<file path="src/core/fcdsp_pkg.sv">
// Purpose: Shared constants and types for the caller data serial port.
// Assumes: 40 MHz core clock, 1200 baud asynchronous words.
// Notes: Times are kept in their own units and converted to cycles here.
package fcdsp_pkg;
    localparam int unsigned CLK_HZ = 40000000;
    localparam int unsigned BAUD = 1200;
    localparam int unsigned BIT_CYC = CLK_HZ / BAUD;
    localparam int unsigned HALF_CYC = BIT_CYC / 2;
    localparam int unsigned CD_QUAL_MS = 3;
    localparam int unsigned CD_DROP_MS = 10;
    localparam int unsigned CD_QUAL_CYC = CLK_HZ / 1000 * CD_QUAL_MS;
    localparam int unsigned CD_DROP_CYC = CLK_HZ / 1000 * CD_DROP_MS;
    localparam int unsigned DATA_BITS = 8;
    localparam logic [7:0] BYTE_RST = 8'h00;

    typedef enum logic [1:0] {
        FCDSP_IDLE = 2'b00,
        FCDSP_START = 2'b01,
        FCDSP_DATA = 2'b10,
        FCDSP_STOP = 2'b11
    } fcdsp_rx_state_t;

    typedef struct packed {
        logic data;
        logic clk_out;
        logic clk_oe;
        logic ready_out;
        logic ready_oe;
        logic cd_out;
        logic cd_oe;
    } fcdsp_pins_t;
endpackage : fcdsp_pkg

</file>
<file path="src/core/fcdsp_core.sv">
// Purpose: Serial back end of a 1200 baud FSK caller data receiver.
// Assumes: Demodulated bits and filter activity arrive asynchronously.
// Notes: Ready and carrier pins drive only low in stream mode; enables mark active drive.
`timescale 1ns/1ps
module fcdsp_core #(
    // Counts are parameters only so a bench may shrink them.
    parameter int unsigned BIT_CYC = fcdsp_pkg::BIT_CYC,
    parameter int unsigned HALF_CYC = fcdsp_pkg::HALF_CYC,
    parameter int unsigned QUAL_CYC = fcdsp_pkg::CD_QUAL_CYC,
    parameter int unsigned DROP_CYC = fcdsp_pkg::CD_DROP_CYC
) (
    input wire logic core_clk,
    input wire logic reset,
    input wire logic mode_select,
    input wire logic sleep_request,
    input wire logic demod_bit,
    input wire logic band_activity,
    input wire logic shift_clock_in,
    output fcdsp_pkg::fcdsp_pins_t pins_ff
);
    logic [1:0] mode_sy_ff, sleep_sy_ff, bit_sy_ff, act_sy_ff, sck_sy_ff;
    logic sck_old_ff, bit_old_ff;
    logic mode, sleep, rxb, act, sck_rise;
    fcdsp_pkg::fcdsp_rx_state_t st_ff;
    logic [15:0] bit_cnt_ff;
    logic [3:0] idx_ff;
    logic [7:0] rx_ff, sh_ff;
    logic [3:0] rd_cnt_ff;
    logic [21:0] qual_ff, drop_ff;
    logic cd_ff;
    logic [15:0] rdy_cnt_ff;
    logic rdy_ff;
    logic [15:0] sck_cnt_ff;
    logic word_done, mid, cmp_half;

    always_ff @(posedge core_clk) begin
        mode_sy_ff <= {mode_sy_ff[0], mode_select};
        sleep_sy_ff <= {sleep_sy_ff[0], sleep_request};
        bit_sy_ff <= {bit_sy_ff[0], demod_bit};
        act_sy_ff <= {act_sy_ff[0], band_activity};
        sck_sy_ff <= {sck_sy_ff[0], shift_clock_in};
        sck_old_ff <= sck_sy_ff[1];
        bit_old_ff <= bit_sy_ff[1];
    end
    assign mode = mode_sy_ff[1];
    assign sleep = sleep_sy_ff[1];
    assign rxb = bit_sy_ff[1];
    assign act = act_sy_ff[1];
    assign sck_rise = mode && sck_sy_ff[1] && !sck_old_ff;
    assign mid = bit_cnt_ff == 16'(HALF_CYC);
    assign cmp_half = bit_cnt_ff == 16'(BIT_CYC - 1);

    // Qualification and hysteresis counters for carrier detection.
    always_ff @(posedge core_clk) begin
        if (reset || sleep) begin
            qual_ff <= '0;
            drop_ff <= '0;
            cd_ff <= 1'b0;
        end else if (act) begin
            drop_ff <= '0;
            if (qual_ff >= 22'(QUAL_CYC - 1)) begin
                cd_ff <= 1'b1;
            end else begin
                qual_ff <= qual_ff + 22'd1;
            end
        end else if (cd_ff) begin
            if (drop_ff >= 22'(DROP_CYC - 1)) begin
                cd_ff <= 1'b0;
                qual_ff <= '0;
            end else begin
                drop_ff <= drop_ff + 22'd1;
            end
        end else begin
            qual_ff <= '0;
        end
    end

    // Receive framer; a falling edge while idle resynchronises timing.
    always_ff @(posedge core_clk) begin
        if (reset || sleep || !cd_ff) begin
            st_ff <= fcdsp_pkg::FCDSP_IDLE;
            bit_cnt_ff <= '0;
            idx_ff <= '0;
            rx_ff <= fcdsp_pkg::BYTE_RST;
        end else begin
            unique case (st_ff)
                fcdsp_pkg::FCDSP_IDLE: begin
                    bit_cnt_ff <= '0;
                    if (bit_old_ff && !rxb) begin
                        st_ff <= fcdsp_pkg::FCDSP_START;
                    end
                end
                fcdsp_pkg::FCDSP_START: begin
                    bit_cnt_ff <= cmp_half ? '0 : bit_cnt_ff + 16'd1;
                    if (mid && rxb) begin
                        st_ff <= fcdsp_pkg::FCDSP_IDLE;
                    end else if (cmp_half) begin
                        st_ff <= fcdsp_pkg::FCDSP_DATA;
                        idx_ff <= '0;
                    end
                end
                fcdsp_pkg::FCDSP_DATA: begin
                    bit_cnt_ff <= cmp_half ? '0 : bit_cnt_ff + 16'd1;
                    if (mid) begin
                        rx_ff <= {rxb, rx_ff[7:1]};
                    end
                    if (cmp_half) begin
                        idx_ff <= idx_ff + 4'd1;
                        if (idx_ff == 4'(fcdsp_pkg::DATA_BITS - 1)) begin
                            st_ff <= fcdsp_pkg::FCDSP_STOP;
                        end
                    end
                end
                fcdsp_pkg::FCDSP_STOP: begin
                    bit_cnt_ff <= bit_cnt_ff + 16'd1;
                    if (mid) begin
                        st_ff <= fcdsp_pkg::FCDSP_IDLE;
                    end
                end
            endcase
        end
    end
    assign word_done = st_ff == fcdsp_pkg::FCDSP_STOP && mid;

    // Buffered byte; first received bit leaves first.
    always_ff @(posedge core_clk) begin
        if (reset) begin
            sh_ff <= fcdsp_pkg::BYTE_RST;
            rd_cnt_ff <= '0;
        end else if (mode && word_done) begin
            sh_ff <= rx_ff;
            rd_cnt_ff <= '0;
        end else if (sck_rise && rd_cnt_ff < 4'(fcdsp_pkg::DATA_BITS)) begin
            sh_ff <= {1'b1, sh_ff[7:1]};
            rd_cnt_ff <= rd_cnt_ff + 4'd1;
        end
    end

    // Word ready pulse lasts half a bit unless the host clock ends it.
    always_ff @(posedge core_clk) begin
        if (reset || sleep) begin
            rdy_ff <= 1'b0;
            rdy_cnt_ff <= '0;
        end else if (word_done) begin
            rdy_ff <= 1'b1;
            rdy_cnt_ff <= '0;
        end else if (rdy_ff) begin
            rdy_cnt_ff <= rdy_cnt_ff + 16'd1;
            if (sck_rise || rdy_cnt_ff == 16'(HALF_CYC - 1)) begin
                rdy_ff <= 1'b0;
            end
        end
    end

    // Stream clock: low from each data bit start, rising at its centre.
    // A shift register clocked on the rise then takes a settled bit.
    always_ff @(posedge core_clk) begin
        if (reset || sleep || !cd_ff) begin
            sck_cnt_ff <= '0;
        end else if (st_ff == fcdsp_pkg::FCDSP_DATA && bit_cnt_ff == '0) begin
            sck_cnt_ff <= 16'(HALF_CYC - 1);
        end else if (sck_cnt_ff != '0) begin
            sck_cnt_ff <= sck_cnt_ff - 16'd1;
        end
    end

    always_ff @(posedge core_clk) begin
        if (reset || sleep) begin
            pins_ff <= '{data: 1'b1, clk_out: 1'b1, clk_oe: 1'b0,
                         ready_out: 1'b1, ready_oe: 1'b0,
                         cd_out: 1'b1, cd_oe: 1'b0};
            pins_ff.clk_oe <= !mode;
            pins_ff.ready_oe <= mode;
            pins_ff.cd_oe <= mode;
        end else if (!mode) begin
            pins_ff.data <= cd_ff ? rxb : 1'b1;
            pins_ff.clk_out <= sck_cnt_ff == '0;
            pins_ff.clk_oe <= 1'b1;
            pins_ff.ready_out <= 1'b0;
            pins_ff.ready_oe <= rdy_ff;
            pins_ff.cd_out <= 1'b0;
            pins_ff.cd_oe <= cd_ff;
        end else begin
            pins_ff.data <= sh_ff[0];
            pins_ff.clk_out <= 1'b1;
            pins_ff.clk_oe <= 1'b0;
            pins_ff.ready_out <= !rdy_ff;
            pins_ff.ready_oe <= 1'b1;
            pins_ff.cd_out <= !cd_ff;
            pins_ff.cd_oe <= 1'b1;
        end
    end

    property p_ready_len;
        @(posedge core_clk) disable iff (reset || sleep)
        $rose(rdy_ff) |-> (rdy_ff || mode)[*8];
    endproperty
    a_ready_len: assert property (p_ready_len)
        else $error("Word ready pulse too short.");
    property p_ready_clear;
        @(posedge core_clk) disable iff (reset || sleep)
        rdy_ff && sck_rise && !word_done |=> !rdy_ff;
    endproperty
    a_ready_clear: assert property (p_ready_clear)
        else $error("Word ready not cleared by host clock.");
    property p_nocd_data;
        @(posedge core_clk) disable iff (reset || sleep)
        !mode && !cd_ff |=> pins_ff.data;
    endproperty
    a_nocd_data: assert property (p_nocd_data)
        else $error("Data not high without carrier.");
    property p_withhold;
        @(posedge core_clk) disable iff (reset)
        !cd_ff |=> st_ff == fcdsp_pkg::FCDSP_IDLE;
    endproperty
    a_withhold: assert property (p_withhold)
        else $error("Framer ran without carrier.");
    property p_extra_ignored;
        @(posedge core_clk) disable iff (reset)
        sck_rise && rd_cnt_ff == 4'd8 && !word_done |=> $stable(sh_ff);
    endproperty
    a_extra_ignored: assert property (p_extra_ignored)
        else $error("Extra host clock moved the byte.");
    property p_sleep_quiet;
        @(posedge core_clk) sleep |=> !cd_ff && !rdy_ff;
    endproperty
    a_sleep_quiet: assert property (p_sleep_quiet)
        else $error("Activity during sleep.");
    property p_load;
        @(posedge core_clk) disable iff (reset)
        mode && word_done |=> sh_ff == $past(rx_ff) && rd_cnt_ff == 4'd0;
    endproperty
    a_load: assert property (p_load)
        else $error("Byte not loaded at end of word.");
    property p_cd_drop;
        @(posedge core_clk) disable iff (reset || sleep)
        cd_ff && !act |=> cd_ff || $past(drop_ff) == 22'(DROP_CYC - 1);
    endproperty
    a_cd_drop: assert property (p_cd_drop)
        else $error("Carrier dropped without hysteresis.");
    c_word: cover property (@(posedge core_clk) word_done);
    c_clear: cover property (@(posedge core_clk) rdy_ff && sck_rise);
    c_cd: cover property (@(posedge core_clk) $rose(cd_ff));
endmodule : fcdsp_core

</file>
<file path="config.mk">
export PLATFORM = sky130hd
export DESIGN_NAME = fcdsp_core
export DESIGN_NICKNAME = d
export VERILOG_FILES = /design/src/core/fcdsp_pkg.sv /design/src/core/fcdsp_core.sv
export SDC_FILE = /design/constraint.sdc
export NUM_CORES = 1
export LEC_CHECK = 0
export BUFFER_PORTS_ARGS = -buffer_cell sky130_fd_sc_hd__buf_4
export CAP_MARGIN = 0
export CELL_PAD_IN_SITES_DETAIL_PLACEMENT = 1
export CELL_PAD_IN_SITES_GLOBAL_PLACEMENT = 1
export CORE_ASPECT_RATIO = 1.1
export CORE_MARGIN = 8
export CORE_UTILIZATION = 48
export DETAILED_ROUTE_END_ITERATION = 10
export PLACE_DENSITY_LB_ADDON = 0.15
export SYNTH_ARGS = -nofsm -noshare
export SYNTH_HDL_FRONTEND = slang
export SYNTH_SLANG_ARGS = --single-unit
</file>
<file path="constraint.sdc">
create_clock -name core_clk -period 2.2 [get_ports core_clk]
set_input_delay 0.11 -clock core_clk [delete_from_list [all_inputs] [get_ports core_clk]]
set_output_delay 0.11 -clock core_clk [all_outputs]
set_load 0.1 [all_outputs]
</file>
==> results.tsv, run 1 <==
stage	metric	value	unit
run_status	status	complete, no violations	
global_routing	antenna violations before repair	0	
setup_path	Crit path required time	2540	ps
power	Combinational Power Share	2.7	%
detailed_routing	DR pass1 iterations	4	
final_layout	Reg area	2783	um^2
detailed_routing	DRC viols	0	
die	Starting Density	48.50	%
detailed_routing	wire per inst	17.58	um
sta	Slew @ Worst Pin	585.6	ps
setup_path	critical path class	register to register	
yosys	post-synthesis register bit count	139	
sta	Final Hold Viols	0	
setup_path	worst flop-to-flop path endpoint	qual_ff[5]$_SDFFE_PN0P_	
global_routing	global-route wire length before repair	27.32	mm
yosys	mapped cell area	6301	um^2
yosys	Async S/R FF share, synth	0	%
power	internal power	4.721	mW
clock_tree	clk slew on worst S/H paths	60	ps
yosys	Syn Inst Count	699	
final_layout	layout cells sized above 1	16.62	%
power	Switch Pwr	1.217	mW
setup_path	Startpoint Class	register	
sta	Final setup viols	0	
sta	f_max	0.4639	GHz
die	die area	17050	um^2
power	Total Power	5.938	mW
clock_tree	root buf cell	clkbuf_16	
power	Clk pwr share	54.3	%
placed_design	Routability Congestion	0.8117	
final_layout	Syn-to-layout area delta	19.40	%
detailed_routing	routed vias	5438	
final_layout	Final nets	773	
clock_tree	CTS buffer count	17	
power	Pwr Density	789.2	nW/um^2
yosys	post-synth cell types	72	
detailed_routing	final wirelength	16.26	mm
yosys	Syn. warnings	0	
yosys	Mean Syn Cell Area	9.014	um^2
sta	worst rel slew slack	60.96	%
global_routing	pin count of the biggest net entering global routing	19	
detailed_routing	initial DRC count	380	
final_layout	multi-input combinational cell area	3388	um^2
sta	Final Cycle Share	97.98	%
placed_design	I/O Buffers	13	
power	Leakage	2.696	nW
die	I/O pins	14	
final_layout	final core occ	57.91	%
hold_path	min-delay worst type	primary input to register	
sta	minimum clock period	2156	ps
setup_path	Setup crit end kind	register	
setup_path	Worst R2R Path Depth	6	
power	sw frac	20.49	%
die	core area	12990	um^2
sta	Clock Skew	8.998	ps
clock_tree	Clock Path Buffers	2	
detailed_routing	vias per cell	5.879	
sta	final number of max-transition violations	0	
detailed_routing	post-route ant nets	0	
clock_tree	CTS tree	yes	
yosys	sequential-to-total area share from yosys stat	44.16	%
die	Rows	44	
setup_path	Crit Path Max Fanout	7	
global_routing	overflow left after global routing	0	
setup_path	Crit path arrival time	2500	ps
setup_path	FF-to-FF setup slack	40	ps
clock_tree	Worst-Skew Late Latency	420	ps
hold_path	min-delay src	reset	
placed_design	hpwl dp	10.66	mm
yosys	ys flop type	dfxtp_1	
setup_path	Worst R2R Start	qual_ff[11]$_SDFFE_PN0P_	
clock_tree	htree depth	4	
global_routing	vias in the first global route	5669	
clock_tree	CTS sink count	139	
sta	final hold slack	14.24	ps
die	Die H	136.2	um
die	Die Wd	125.2	um
global_routing	Overall Global Routing Usage	19.56	%
yosys	EDFF count, synth	0	
flow_run	max_cap viols	0	
hold_path	hold depth	2	
hold_path	Worst Hold End	sh_ff[6]$_SDFFE_PP0P_	
final_layout	# diodes	0	
final_layout	fillers	1509	
power	Flop pwr share	43.0	%
power	maximum vdd ir drop	0.4799	mV
yosys	Synth Net Count	721	
==> stage by stage <==
stage	cell area, um^2	setup WS, ps	std cells	setup TNS, ps
after floorplan	6301	221.7	699	0
after global placement	6703	174.3	879	0
after detailed placement	6703	75.26	879	0
after CTS	7430	49.01	916	0
after global routing	7523	-79.95	925	-211.1
final	7523	44.49	925	0
==> placed cells by master (no fill, tap or decap), drive strengths merged, types with 17 or more instances in the layout <==
| cell type | instances |
|---|---|
| mux2i | 17 |
| xnor2 | 27 |
| nand3 | 35 |
| clkbuf | 22 |
| a211oi | 18 |
| buf | 48 |
| nor2 | 98 |
| a21oi | 36 |
| nand2 | 58 |
| inv | 19 |
| dfxtp | 139 |
| xor2 | 23 |
| or4 | 18 |
| nand4 | 22 |
==> state kept, by name, indices dropped and copies added (netlist names), 2 cells and up, named ones only <==
register	cells
act_sy_ff	2
sleep_sy_ff	2
rdy_cnt_ff	16
sck_sy_ff	2
rx_ff	8
drop_ff	22
bit_sy_ff	2
mode_sy_ff	2
pins_ff	7
rd_cnt_ff	4
bit_cnt_ff	16
sh_ff	8
sck_cnt_ff	16
idx_ff	4
qual_ff	22
==> power groups by stage <==
stage / Clock, mW / Sequential [mW] / Combinational, mW
finish: 3.22 / 2.55 / 0.163
floorplan: 0 / 2.64 / 0.0633
detailed placement: 0 / 2.61 / 0.152
global placement: 0 / 2.61 / 0.149
CTS: 3.27 / 2.55 / 0.163
global route: 3.37 / 2.55 / 0.174
==> cell usage after synthesis, types with 13 or more instances <==
library cell | count | share of area [%]
a21oi_1 | 35 | 2.8
nor2_1 | 95 | 5.7
mux2i_1 | 17 | 2.7
nand2_1 | 55 | 3.3
nand4_1 | 21 | 2.1
nand3_1 | 35 | 2.8
inv_1 | 17 | 1.0
dfxtp_1 | 139 | 44
o21ai_0 | 13 | 1.0
and3_1 | 14 | 1.4
xor2_1 | 23 | 3.2
or4_1 | 16 | 1.9
xnor2_1 | 27 | 3.8
nor3_1 | 15 | 1.2
ha_1 | 15 | 3.0
==> worst max path at each step <==
stage | end | start | depth (start not counted)
finish | qual_ff[5]$_SDFFE_PN0P_ | qual_ff[11]$_SDFFE_PN0P_ | 6
global route | qual_ff[5]$_SDFFE_PN0P_ | qual_ff[11]$_SDFFE_PN0P_ | 6
CTS | qual_ff[5]$_SDFFE_PN0P_ | qual_ff[0]$_SDFFE_PN0P_ | 6
detailed placement | qual_ff[5]$_SDFFE_PN0P_ | qual_ff[0]$_SDFFE_PN0P_ | 6
global placement | drop_ff[17]$_SDFFE_PP0P_ | drop_ff[1]$_SDFFE_PP0P_ | 6
floorplan | drop_ff[17]$_SDFFE_PP0P_ | drop_ff[0]$_SDFFE_PP0P_ | 6
==> critical path, stage by stage (launching register included) <==
cell and delay (ps):
dfxtp_1 390, a21oi_1 280, o211ai_1 260, buf_4 220, a21o_2 250, or4_1 470, a31oi_1 190
==> metal layers <==
metal	GRT usage, %	part of all wire (%)
met5	0	0
met4	7.583	1.9
met3	4.590	2.7
met2	35.31	50
met1	22.02	45
==> what timing repair did <==
action,4_1_cts,5_1_grt
endpoints found under the hold margin,5,0
setup buffers,0,8
cloned,0,1
hold buffers,5,0
endpoints found under the setup margin,2,30
gates resized for setup,2,8
pin swaps,0,5
==> cells by family after synthesis <==
family                     share of synthesized area (%)
AOI/OAI and AO/OA                                  13.38
buffers and inverters                              2.720
xor gates and xnor gates                           6.950
DFF                                                44.16
muxes                                              2.701
and+or+nand+nor                                    27.10
adders and majority gates                          2.979
==> area by class of cell <==
cell class / count / area share (%)
clock inverters: 10 / 2.461
flip-flops and latches: 139 / 36.99
multi-input cells: 521 / 45.04
inverters: 19 / 0.9479
clock buffers: 22 / 6.436
repair buffers: 53 / 5.455
well taps: 161 / 2.678
Note: power is estimated with default switching activity, not from simulation.
==> inputs of run 2 (changes only) <==
- CORE_ASPECT_RATIO: 1.1 -> 0.8
==> run 2 against run 1 <==
  * Routed wire length fell by 3.1%
  * Sequential share of layout area up 0.66 points
  * Largest power group is now registers
  * Combinational power barely moved
  * Critical path type unchanged
  * Die area up 0.11%
==> results.tsv, run 2 (synthesized netlist as in run 1, its figures left out) <==
stage	metric	value	unit	change
placed_design	Cell Area, Placed	6743	um^2	+0.60%
sta	final worst slack	92.85	ps	+48.36 ps
die	die area	17070	um^2	+0.11%
die	Rows	37		-16%
final_layout	Top Registers	drop_ff x22, qual_ff x22		
hold_path	Worst Hold End	sleep_sy_ff[1]$_DFF_P_		
sta	Final Cycle Share	95.78	%	-2.2 points
sta	final number of max-transition violations	0		unchanged
detailed_routing	DRC viols	0		unchanged
setup_path	Setup crit end kind	register		
power	Leakage	2.636	nW	-2.2%
sta	Final setup viols	0		unchanged
setup_path	Crit path arrival time	2390	ps	-110 ps
detailed_routing	initial DRC count	276		-27%
clock_tree	htree depth	4		unchanged
final_layout	Finished Cell Area	7391	um^2	-1.8%
placed_design	Routability Congestion	0.8209		+1.1%
global_routing	met1 Resource Use GR	25.65	%	+3.6 points
final_layout	commonest non-fill, non-tap cell in the layout	dfxtp_1		
sta	Final Hold Viols	0		unchanged
final_layout	final core occ	57.63	%	-0.27 points
placed_design	pre-CTS setup slack	56.33	ps	-18.93 ps
detailed_routing	wire per inst	16.79	um	-4.5%
setup_path	Startpoint Class	register		
detailed_routing	routed vias	5284		-2.8%
die	I/O pins	14		unchanged
flow_run	max_cap viols	0		unchanged
global_routing	pin count of the biggest net entering global routing	17		-2
power	Switch Pwr	1.122	mW	-7.8%
global_routing	met2 Usage GRT	30.76	%	-4.5 points
global_routing	M3 GR Usage	3.701	%	-0.89 points
detailed_routing	vias per cell	5.633		-4.2%
power	Flop pwr share	48.7	%	+5.7 points
final_layout	Syn-to-layout area delta	17.30	%	
placed_design	I/O Buffers	13		unchanged
power	maximum vdd ir drop	0.6079	mV	+27%
clock_tree	CTS sink count	139		unchanged
detailed_routing	post-route ant nets	0		unchanged
sta	f_max	0.4746	GHz	+2.3%
die	Die Wd	144.1	um	+15%
global_routing	global-route wire length before repair	27.07	mm	-0.91%
global_routing	Overall Global Routing Usage	19.46	%	-0.10 points
hold_path	min-delay src	sleep_sy_ff[0]$_DFF_P_		
hold_path	hold depth	0		-2
sta	minimum clock period	2107	ps	-48.36 ps
detailed_routing	DR pass1 iterations	4		unchanged
final_layout	fillers	1498		-0.73%
clock_tree	Worst-Skew Late Latency	420	ps	about the same
global_routing	vias in the first global route	5510		-2.8%
detailed_routing	final wirelength	15.75	mm	-3.1%
hold_path	min-delay worst type	register to register		
power	Total Power	5.241	mW	-12%
final_layout	layout cells sized above 1	15.47	%	-1.2 points
sta	Clock Skew	7.833	ps	-1.166 ps
global_routing	overflow left after global routing	0		unchanged
die	core area	12820	um^2	-1.3%
power	Combinational Power Share	3.2	%	+0.5 points
sta	worst rel slew slack	56.06	%	-4.9 points
global_routing	antenna violations before repair	0		unchanged
power	internal power	4.119	mW	-13%
sta	RSZ-0062 raised after global routing	true		
clock_tree	Clock Path Buffers	2		unchanged
power	sw frac	21.41	%	+0.92 points
setup_path	critical path class	register to register		
placed_design	hpwl dp	10.72	mm	+0.52%
final_layout	multi-input combinational cell area	3372	um^2	-0.48%
clock_tree	CTS tree	yes		
die	Die H	118.5	um	-13%
setup_path	Crit Path Max Fanout	16		+9
setup_path	Crit path required time	2490	ps	-50 ps
clock_tree	clk slew on worst S/H paths	60	ps	about the same
global_routing	GR peak layer	met2		
clock_tree	root buf cell	clkbuf_16		
final_layout	Final nets	776		+0.39%
setup_path	Worst R2R Path Depth	5		-1
run_status	status	complete, no violations		
power	Clk pwr share	48.1	%	-6.2 points
setup_path	worst flop-to-flop path endpoint	rdy_cnt_ff[11]$_SDFFE_PP0P_		
final_layout	leading cell types in the layout, fill and taps excluded	dfxtp_1, nor2_1, nand2_1		
setup_path	Worst R2R Start	bit_cnt_ff[9]$_SDFF_PP0_		
power	Pwr Density	709.1	nW/um^2	-10%
die	Starting Density	49.14	%	+0.64 points
clock_tree	CTS buffer count	17		unchanged
final_layout	# diodes	0		unchanged
final_layout	Reg area	2783	um^2	unchanged
sta	final hold slack	321.0	ps	+306.8 ps
setup_path	FF-to-FF setup slack	90	ps	+50 ps
sta	Slew @ Worst Pin	659.2	ps	+73.61 ps
[run 2: cell type report]
type	count	share of cell area (%)
Clock buffer	25	6.704
Multi-Input combinational cell	521	45.62
Inverter	19	0.9650
Tap cell	175	2.963
Timing Repair Buffer	56	5.891
Clock inverter	3	0.2031
Sequential cell	139	37.65
[run 2: power groups by stage]
stage	Clock (mW)	Sequential, mW	Combinational, mW
floorplan	0	2.64	0.0633
global placement	0	2.61	0.150
detailed placement	0	2.61	0.153
CTS	2.57	2.55	0.163
global route	2.70	2.55	0.177
finish	2.52	2.55	0.166
[run 2: worst max-delay path by stage]
| stage | startpoint | to | slack [ps] | depth (start not counted) |
|---|---|---|---|---|
| 6_report | bit_cnt_ff[9]$_SDFF_PP0_ | rdy_cnt_ff[11]$_SDFFE_PP0P_ | 90 | 5 |
| 5_1_grt | bit_cnt_ff[9]$_SDFF_PP0_ | rd_cnt_ff[2]$_SDFFE_PP0P_ | -60 | 5 |
| 4_1_cts | qual_ff[0]$_SDFFE_PN0P_ | qual_ff[4]$_SDFFE_PN0P_ | 40 | 6 |
| 3_5_place_dp | qual_ff[0]$_SDFFE_PN0P_ | qual_ff[4]$_SDFFE_PN0P_ | 60 | 6 |
| 3_3_place_gp | drop_ff[1]$_SDFFE_PP0P_ | drop_ff[17]$_SDFFE_PP0P_ | 170 | 6 |
| 2_1_floorplan | drop_ff[0]$_SDFFE_PP0P_ | drop_ff[17]$_SDFFE_PP0P_ | 220 | 6 |
[run 2: per-layer routing]
layer	share of wire, %	vias up
met5	0	-
met4	1.6	0
met3	2.5	20
met2	48	52
met1	48	2567
li1	-	2645
[run 2: repair_timing]
item / CTS / global route
resized for setup: 0 / 5
buffers inserted: 0 / 7
setup endpoints to repair: 0 / 36
hold buffers: 6 / 0
endpoints found under the hold margin: 6 / 0
[run 2: stage by stage]
stage	setup TNS (ps)	std cells
after floorplan	0	699
after global placement	0	896
after detailed placement	0	896
after CTS	0	930
after global routing	-550.6	938
final	0	938
[run 2: critical path: stages, from the launching register on]
cell     delay (ps)
dfxtp_1         360
or4_4           590
nor4_4          410
nand2_1         200
nand2_2         300
nor2_1          110
